--- src/logic/acs_cfg.svh ---
// Notes on behaviour
// Config 0/1 selects two fully differential pairs
// Config 1/0 selects pseudo-differential pairs, minus offset
// Sequencing 00 is manual channel selection
// Host writes channel address before conversion
// Each write picks next channel; no auto-advance
// Differential span maps to full code range
// Doubled range spans two times reference
// Config 00 gives four single-ended channels
// Sequencing 11 counts zero to address, wraps
// Falling start edge samples selected channel
// Fields hold until write, apply next conversion
`ifndef ACS_CFG_SVH
`define ACS_CFG_SVH

// Register map, byte addresses on the plain port
`define ACS_ADDR_W 8
`define ACS_DATA_W 16
`define ACS_ADDR_CTRL 8'h00
`define ACS_ADDR_STAT 8'h04

// Control word field positions
`define ACS_CFG_LO_POS 0
`define ACS_CFG_HI_POS 1
`define ACS_SEQ_LO_POS 2
`define ACS_SEQ_HI_POS 3
`define ACS_ADR_LO_POS 4
`define ACS_ADR_HI_POS 5
`define ACS_RANGE_POS 6
`define ACS_CTRL_W 7
`define ACS_CTRL_RST 7'h00

// Status word field positions
`define ACS_STAT_CHAN_POS 0
`define ACS_STAT_PTR_POS 2
`define ACS_STAT_PAIR_POS 4
`define ACS_STAT_CNT_POS 8
`define ACS_CNT_W 8

// Code mapping: input counts of reference/4096, offsets of the spans
`define ACS_DIFF_W 15
`define ACS_CODE_W 12
`define ACS_SPAN_1X 16'h1000
`define ACS_SPAN_2X 16'h2000
`define ACS_CODE_MAX 16'h0FFF

`endif

--- src/logic/acs_pkg.sv ---
package acs_pkg;
    `include "acs_cfg.svh"

    // Decoded input pairing
    typedef enum logic [1:0] {
        ACS_SINGLE = 2'h0,
        ACS_PSEUDO = 2'h1,
        ACS_DIFF = 2'h2,
        ACS_RSVD = 2'h3
    } acs_cfg_t;

    // Control register image
    typedef struct packed {
        logic range_x2;
        logic [1:0] chan_addr;
        logic [1:0] seq_mode;
        logic [1:0] input_cfg;
    } acs_ctrl_t;

    // Multiplexer steering towards the analog front end
    typedef struct packed {
        logic [1:0] pos_sel;
        logic [1:0] neg_sel;
        logic neg_to_gnd;
        logic pair_mode;
        logic pseudo;
        logic range_x2;
        logic [1:0] chan;
    } acs_mux_t;
endpackage

--- src/logic/acs_code_map.sv ---
`timescale 1ns/1ps
`include "acs_cfg.svh"
module acs_code_map (
    input wire logic ref_clk_i,
    input wire logic sys_rst_i,
    input wire logic signed [`ACS_DIFF_W-1:0] diff_i,
    input wire logic diff_valid_i,
    input wire logic bipolar_i,
    input wire logic range_x2_i,
    input wire logic res_10bit_i,
    output logic [`ACS_CODE_W-1:0] code_o,
    output logic code_valid_o
);
    import acs_pkg::*;

    // Registered state of the mapper
    typedef struct packed {
        logic [`ACS_CODE_W-1:0] code;
        logic valid;
    } acs_map_st_t;

    acs_map_st_t st_r;
    acs_map_st_t st_nxt;
    logic signed [15:0] shifted;
    logic signed [15:0] scaled;
    logic [15:0] clamped;

    // Clamp into the legal code window
    function automatic logic [15:0] clamp_code(input logic signed [15:0] v);
        if (v < 0) begin
            clamp_code = 16'h0000;
        end else if (v > $signed(`ACS_CODE_MAX)) begin
            clamp_code = `ACS_CODE_MAX;
        end else begin
            clamp_code = v;
        end
    endfunction

    // Offset bipolar input by the span, then shift right once for bipolar and once for x2 range
    always_comb begin
        st_nxt = st_r;
        shifted = 16'(diff_i);
        if (bipolar_i) begin
            shifted = 16'(diff_i) + $signed(range_x2_i ? `ACS_SPAN_2X : `ACS_SPAN_1X);
        end
        // Bipolar halves for the two-sided span; x2 range halves once more
        scaled = shifted >>> (32'(bipolar_i) + 32'(range_x2_i));
        clamped = clamp_code(scaled);
        st_nxt.valid = diff_valid_i;
        if (diff_valid_i) begin
            // The short variant keeps the top ten bits only
            st_nxt.code = res_10bit_i ? 12'(clamped >> 2) : clamped[11:0];
        end
    end

    // State register
    always_ff @(posedge ref_clk_i or posedge sys_rst_i) begin
        if (sys_rst_i) begin
            st_r <= '0;
        end else begin
            st_r <= st_nxt;
        end
    end

    assign code_o = st_r.code;
    assign code_valid_o = st_r.valid;
endmodule

--- src/logic/acs_input_select.sv ---
`timescale 1ns/1ps
`include "acs_cfg.svh"
module acs_input_select (
    input wire logic ref_clk_i,
    input wire logic sys_rst_i,
    input wire logic [`ACS_ADDR_W-1:0] reg_addr_i,
    input wire logic [`ACS_DATA_W-1:0] reg_wdata_i,
    input wire logic reg_wr_i,
    input wire logic reg_rd_i,
    output logic [`ACS_DATA_W-1:0] reg_rdata_o,
    input wire logic conversion_start_n_i,
    input wire logic res_10bit_i,
    output logic sample_o,
    output acs_pkg::acs_mux_t mux_o,
    input wire logic signed [`ACS_DIFF_W-1:0] diff_i,
    input wire logic diff_valid_i,
    output logic [`ACS_CODE_W-1:0] code_o,
    output logic code_valid_o
);
    import acs_pkg::*;

    // Whole state of the selector
    typedef struct packed {
        acs_ctrl_t ctrl;
        logic [1:0] seq_ptr;
        logic start_prev;
        logic sample;
        acs_mux_t mux;
        logic [`ACS_CNT_W-1:0] conv_cnt;
        logic [`ACS_DATA_W-1:0] rdata;
    } acs_st_t;

    acs_st_t st_r;
    acs_st_t st_nxt;
    logic start_fall; // Falling edge of the start input
    logic ctrl_wr; // Write to the control word
    logic [1:0] conv_chan; // Channel used by this conversion
    logic seq_auto; // Consecutive sequencing selected

    // Steering for one channel under one pairing
    function automatic acs_mux_t decode_mux(input acs_ctrl_t c, input logic [1:0] ch);
        acs_mux_t m;
        m = '0;
        m.chan = ch;
        m.range_x2 = c.range_x2;
        case (acs_cfg_t'(c.input_cfg))
            ACS_DIFF, ACS_PSEUDO: begin
                // Pairs sit on inputs 0/1 and 2/3; only the low address bit counts
                m.pair_mode = 1'b1;
                m.pseudo = (c.input_cfg == ACS_PSEUDO);
                m.pos_sel = {ch[0], 1'b0};
                m.neg_sel = {ch[0], 1'b1};
            end
            default: begin
                // Single-ended; reserved pairing falls back here as the safe choice
                m.neg_to_gnd = 1'b1;
                m.pos_sel = ch;
                m.neg_sel = 2'h0;
            end
        endcase
        decode_mux = m;
    endfunction

    // Next sequencer position, wrapping after the addressed channel
    function automatic logic [1:0] next_ptr(input logic [1:0] p, input logic [1:0] last);
        next_ptr = (p >= last) ? 2'h0 : 2'(p + 2'h1);
    endfunction

    // Status word: channel, pointer, pairing and conversion count
    function automatic logic [`ACS_DATA_W-1:0] stat_word(input acs_st_t s);
        logic [`ACS_DATA_W-1:0] w;
        w = '0;
        w[`ACS_STAT_CHAN_POS +: 2] = s.mux.chan;
        w[`ACS_STAT_PTR_POS +: 2] = s.seq_ptr;
        w[`ACS_STAT_PAIR_POS] = s.mux.pair_mode;
        w[`ACS_STAT_CNT_POS +: `ACS_CNT_W] = s.conv_cnt;
        stat_word = w;
    endfunction

    // Detector starts high, so a line already low at reset release counts as a start
    assign start_fall = st_r.start_prev & ~conversion_start_n_i;
    // Writes to any other address are ignored
    assign ctrl_wr = reg_wr_i && (reg_addr_i == `ACS_ADDR_CTRL);
    assign seq_auto = (st_r.ctrl.seq_mode == 2'h3);
    // Manual and the two unlisted sequencing codes use the address directly
    assign conv_chan = seq_auto ? st_r.seq_ptr : st_r.ctrl.chan_addr;

    // Next-state logic
    always_comb begin
        st_nxt = st_r;
        st_nxt.start_prev = conversion_start_n_i;
        st_nxt.sample = start_fall;
        st_nxt.rdata = '0;

        // Conversion start uses the fields as they stood before any same-cycle write
        if (start_fall) begin
            st_nxt.mux = decode_mux(st_r.ctrl, conv_chan);
            st_nxt.conv_cnt = st_r.conv_cnt + 8'h01;
            if (seq_auto) begin
                st_nxt.seq_ptr = next_ptr(st_r.seq_ptr, st_r.ctrl.chan_addr);
            end
        end

        // Control word write; the host sets the address ahead of the conversion
        if (ctrl_wr) begin
            st_nxt.ctrl = acs_ctrl_t'(reg_wdata_i[`ACS_CTRL_W-1:0]);
            // A write restarts any sequence at channel zero
            st_nxt.seq_ptr = 2'h0;
        end

        // Read decode; unmapped addresses read as zero
        if (reg_rd_i) begin
            if (reg_addr_i == `ACS_ADDR_CTRL) begin
                st_nxt.rdata = {{(`ACS_DATA_W-`ACS_CTRL_W){1'b0}}, st_r.ctrl};
            end else if (reg_addr_i == `ACS_ADDR_STAT) begin
                st_nxt.rdata = stat_word(st_r);
            end else begin
                st_nxt.rdata = '0;
            end
        end
    end

    // State register; fields only change on a write
    always_ff @(posedge ref_clk_i or posedge sys_rst_i) begin
        if (sys_rst_i) begin
            st_r <= '0;
            st_r.ctrl <= `ACS_CTRL_RST;
            st_r.start_prev <= 1'b1;
            st_r.mux.neg_to_gnd <= 1'b1;
        end else begin
            st_r <= st_nxt;
        end
    end

    // Code mapping of the converted difference, with the pairing of that sample
    acs_code_map u_code_map (
        .ref_clk_i(ref_clk_i),
        .sys_rst_i(sys_rst_i),
        .diff_i(diff_i),
        .diff_valid_i(diff_valid_i),
        .bipolar_i(st_r.mux.pair_mode && !st_r.mux.pseudo),
        .range_x2_i(st_r.mux.range_x2),
        .res_10bit_i(res_10bit_i),
        .code_o(code_o),
        .code_valid_o(code_valid_o)
    );

    assign reg_rdata_o = st_r.rdata;
    assign sample_o = st_r.sample;
    assign mux_o = st_r.mux;
endmodule

--- config.mk ---
export PLATFORM = sky130hd
export DESIGN_NAME = acs_input_select
export DESIGN_NICKNAME = d
export VERILOG_FILES = /design/src/logic/acs_pkg.sv /design/src/logic/acs_code_map.sv /design/src/logic/acs_input_select.sv
export VERILOG_INCLUDE_DIRS = /design/src /design/src/logic
export SDC_FILE = /design/constraint.sdc
export NUM_CORES = 1
export LEC_CHECK = 0
export BUFFER_PORTS_ARGS = -buffer_cell sky130_fd_sc_hd__buf_2
export CORE_ASPECT_RATIO = 1.5
export CORE_MARGIN = 2
export CORE_UTILIZATION = 52
export DETAILED_ROUTE_END_ITERATION = 7
export MAX_ROUTING_LAYER = met4
export PLACE_DENSITY = 0.86
export SLEW_MARGIN = 20
export SYNTH_ARGS = -nofsm -noshare
export SYNTH_HDL_FRONTEND = slang
export SYNTH_HIERARCHICAL = 1
export SYNTH_SLANG_ARGS = --single-unit
--- constraint.sdc ---
create_clock -name ref_clk_i -period 3.3 [get_ports ref_clk_i]
set_clock_uncertainty 0.1 [all_clocks]
set_input_delay 0.165 -clock ref_clk_i [delete_from_list [all_inputs] [get_ports ref_clk_i]]
set_output_delay 0.165 -clock ref_clk_i [all_outputs]
set_load 0.02 [all_outputs]
### Word-level counts from Yosys, hierarchy flattened

Cells that the tools add are included.

| storage, ports and cells | value |
|---|---|
| flip-flop bits (word level) | 58 |
| logic and storage cells | 56 |
| output and inout bits | 40 |

| operators by class | value |
|---|---|
| $lt $le $gt $ge | 3 |
| muxes and demuxes | 16 |
| shift-type cells | 1 |
| $add $sub $neg | 4 |
| reduce and logical (&&, ||, !) cells | 8 |
| bitwise logic cells | 2 |
| eq/ne operators | 4 |

Operator list:

| cell | count |
|---|---|
| $mux W16 | 4 |
| $mux W14 | 3 |
| $add A15 B15 Y16 | 1 |
| $gt A16 B13 Y1 const B | 1 |
| $lt A16 B1 Y1 const B | 1 |
| $sshr A16 B2 Y16 | 1 |
| $mux W12 | 1 |
| $mux W2 | 6 |
| $add A8 B1 Y8 const B | 1 |
| $eq A8 B3 Y1 const B | 1 |
| $logic_not A8 Y1 | 1 |
| $eq A2 B2 Y1 const B | 2 |
| $mux W4 | 1 |
| $reduce_bool A2 Y1 | 2 |
| $add A1 B1 Y2 | 1 |
| $add A2 B1 Y2 const B | 1 |
| $eq A2 B1 Y1 const B | 1 |
| $ge A2 B2 Y1 | 1 |
| $logic_and A1 B1 Y1 | 2 |
| $reduce_and A2 Y1 | 1 |
| $reduce_or A2 Y1 | 1 |
| $and A1 B1 Y1 | 1 |
| $logic_not A1 Y1 | 1 |
| $mux W1 | 1 |
| $not A1 Y1 | 1 |

### Longest topological paths before layout

| logic depth | value |
|---|---|
| word-level depth | 8 |
| gate-level depth with buffers | 9 |

### By module

Netlist, hierarchy kept.

By module, submodules not included:

| module | area each (um^2) | cells an instance | instances | seq. area each (um^2) |
|---|---|---|---|---|
| acs_input_select | 1948.1 | 165 | 1 | 1078.5 |
| acs_code_map | 1111.1 | 122 | 1 | 325.3 |

### Least setup slack after synthesis

No wires, ideal clock.

| timing path | value |
|---|---|
| path kind | register to register |
| from | register, netlist name mux_o[6] |
| to | register u_code_map.st_r (netlist bit u_code_map/code_o[5]) |
| setup slack | 0.856 ns |
| data arrival time | 2.210 ns |
| clock period less this slack | 2.444 ns |
| library setup time | 0.135 ns |
| path buffers | 2 |
| required time | 3.065 ns |
| stages on the path, launching flop included | 10 |
| cell sequence | dfrtp_1 nor2b_1 ha_1 buf_4 buf_4 and2_1 a211oi_1 a32oi_1 a221oi_1 o22ai_1 |

RTL lines:

| what | RTL line | text |
|---|---|---|
| to (signal assigned) | acs_code_map.sv:61 | `st_r <= st_nxt;` |
| to (decl) | acs_code_map.sv:22 | `acs_map_st_t st_r;` |

==> impl_results.md <==
- Worst r2r dst: u_code_map/code_o[2]
- Vias per Instance: 5.53
- Port Buffers: 75
- Placed insts: 404
- Final setup fails: 0
- Min-Delay Endpoint: reg_rdata_o[5]
- Sink Count: 56
- PostCTS Resize Cnt: 0
- Ant. Diodes: 0
- Final min period: 2760 ps
- RSZ-0062 raised after global routing: false
- Vias in the first global route: 2348
- Post-synth top flop: dfrtp_1
- Post-DP HPWL: 4.78 mm
- FFs w/ async S/R, synth: 100%
- Global-route wire length before repair: 10.5 mm
- Initial antenna violation count: 0
- Worst min-delay path class: input port to register
- CTS Buffer Depth: 2
- Worst path arrival time: 2830 ps
- Cell area after synthesis: 3060 µm²
- GRT Total Usage: 21.3%
- Layout cell share with drive strength beyond 1: 32.0%
- Area growth syn-to-layout: 15.5%
- Met2 usage: 37.0%
- Fin cells: 422
- Die W: 66.6 µm
- Initial Utilization: 53.3%
- Layout Nets: 403
- # rows: 34
- Sequential share of the synthesized area: 45.9%
- Clk_lat worst skew: 300 ps
- Most frequent cells in the layout: buf_2, dfrtp_1, nand2_1
- Status: finished clean
- Largest net degree at the start of global routing: 44
- Final period util: 83.6%
- WL per Instance: 14.9 µm
- Mapped Nets: 341
- Cells on worst reg2reg path: 8
- CTS clk-pin slew, worst paths: 100 ps
- Crit. End Element: register
- Final ANT Viol Nets: 0
- Flop-to-flop setup slack: 540 ps
- Worst Hold Depth: 3
- Synth top area cells: dfrtp_1, buf_4, mux2i_1
- Post-synth top area cell: dfrtp_1
- Final Cell Area: 3530 µm²
- Number of synthesized flops with an enable pin: 0
- Routed WL: 6.29 mm
- Seq cells post-synth: 56
- Die footprint: 6530 µm²
- Setup total negative slack: 0 ps
- YS warnings: 6
- Setup Crit Path Kind: register to register
- Max FO, Critical Path: 9
- Via count: 2335
- Req. time, crit path: 3370 ps
- Hold Crit Start: reg_addr_i[2]
- Achievable clock frequency: 363 MHz
- Unique cell type count in the Yosys netlist: 54
- DRC Markers: 0
- Filler instances: 477
- H-tree depth: 2
- Cell leakage power: 1.81 nW
- Worst vdd ir: 0.000318 V
- Power per standard cell area: 461 nW/µm²
- Max Transition Viols Final: 0
- DRT iter0 DRCs: 193
- Grt ovf: 0
- Core box area: 5740 µm²
- Commonest non-fill, non-tap cell in the layout: buf_2
- Area share of the largest cell type after synthesis: 44.2%
- TritonRoute pass-1 iters: 4
- Max Cap Viol: 0
- Worst slew pin tran: 567 ps
- Met1 usage: 23.7%
- TritonCTS clock tree: built
- Ports: 86
- Placed Area: 3320 µm²
- Slew HR: 61.2%
- Crit start category: register
- RePlAce Congestion: 0.907
- M3 GR Usage: 3.34%
- Worst r2r src: mux_o[6]
- Clk Tree Root Cell: clkbuf_8
- CTS buffer count: 5
- Final hold viol count: 0
- Global route hottest layer: met2
- Post-synthesis cell count: 287
- Chip height: 97.9 µm
- Syn avg cell area: 10.7 µm²
## synthesized netlist by cell type (2+ instances only)
cell / count
nor3_1: 3
nand4_1: 3
and2_1: 13
mux2_2: 8
nand2_1: 24
a21oi_1: 9
xor2_1: 2
dfrtp_1: 54
ha_1: 7
a221oi_1: 3
xnor2_1: 6
a2111oi_0: 3
dfstp_2: 2
mux2i_1: 13
mux4_2: 2
mux2_1: 5
a211oi_1: 2
buf_2: 3
nor2b_1: 2
nor2_1: 12
inv_1: 19
nand2b_1: 5
clkbuf_1: 3
o21ai_0: 6
o22ai_1: 8
nand3_1: 7
o221ai_1: 4
a21boi_0: 2
buf_4: 28
a22o_1: 5
## sequential cells by signal, summed over array words and instances (netlist names)
register / count
st_r: 18
sample_o: 1
u_code_map/code_o: 12
reg_rdata_o: 15
u_code_map/code_valid_o: 1
mux_o: 9
## worst max-delay path by stage
stage,from,endpoint,cells past startpoint
after floorplan,mux_o[6],u_code_map/code_o[5],9
after global placement,mux_o[6],u_code_map/code_o[2],8
after detailed placement,mux_o[6],u_code_map/code_o[2],8
after CTS,mux_o[6],u_code_map/code_o[2],8
after global routing,mux_o[6],u_code_map/code_o[2],8
final,mux_o[6],u_code_map/code_o[2],8
## layer usage
| metal | vias up | part of all wire, % |
|---|---|---|
| li1 | 1105 | - |
| met5 | - | 0 |
| met1 | 1112 | 37 |
| met2 | 102 | 54 |
| met3 | 16 | 6.5 |
| met4 | 0 | 2.5 |
## per-stage QoR
stage | hold WS, ps | utilization, % | worst slack, ps | power, mW
finish | 136 | 61.5 | 543 | 1.63
global route | 144 | 61.5 | 198 | 1.72
CTS | 119 | 61.5 | 553 | 1.64
detailed placement | 119 | 57.8 | 569 | 1.19
global placement | 108 | 57.8 | 607 | 1.17
floorplan | -58.0 | - | 856 | 1.07
## power breakdown
part / leakage [nW] / switching [mW] / internal (mW) / total, mW
Clock: 0.0548 / 0.216 / 0.229 / 0.445
Combinational: 1.02 / 0.214 / 0.159 / 0.373
Sequential: 0.740 / 0.0587 / 0.752 / 0.811
Total: 1.81 / 0.489 / 1.14 / 1.63
## kinds of logic after synthesis
kind of cell | share of synthesized area, %
compound gates | 12.4
xor+xnor | 2.29
fa+ha+maj | 3.52
buf+inv | 10.7
flops | 45.9
mux | 10.5
other cells | 0.123
simple gates | 14.6
## final cells by class
cell class	count	area, µm²	share of cell area, %
well taps	72	90.1	2.55
flip-flops and latches	56	1400	39.7
clock buffers	5	68.8	1.95
multi-input cells	175	1330	37.6
inverters	20	75.1	2.12
clock inverters	3	46.3	1.31
repair buffers	91	520	14.7
## worst max-delay path, cell delays in order, from the launching register on
cell and delay (ps):
dfrtp_1 440, nor2b_1 170, ha_1 470, buf_4 250
mux2i_1 210, mux2_2 280, a21oi_2 100, a2111oi_0 470
o22ai_1 130
## what timing repair did
item	4_1_cts	5_1_grt
hold endpoints to repair	63	0
hold buffers	10	0
setup buffers	0	0
No activity file was read; power rests on OpenSTA's default activity.
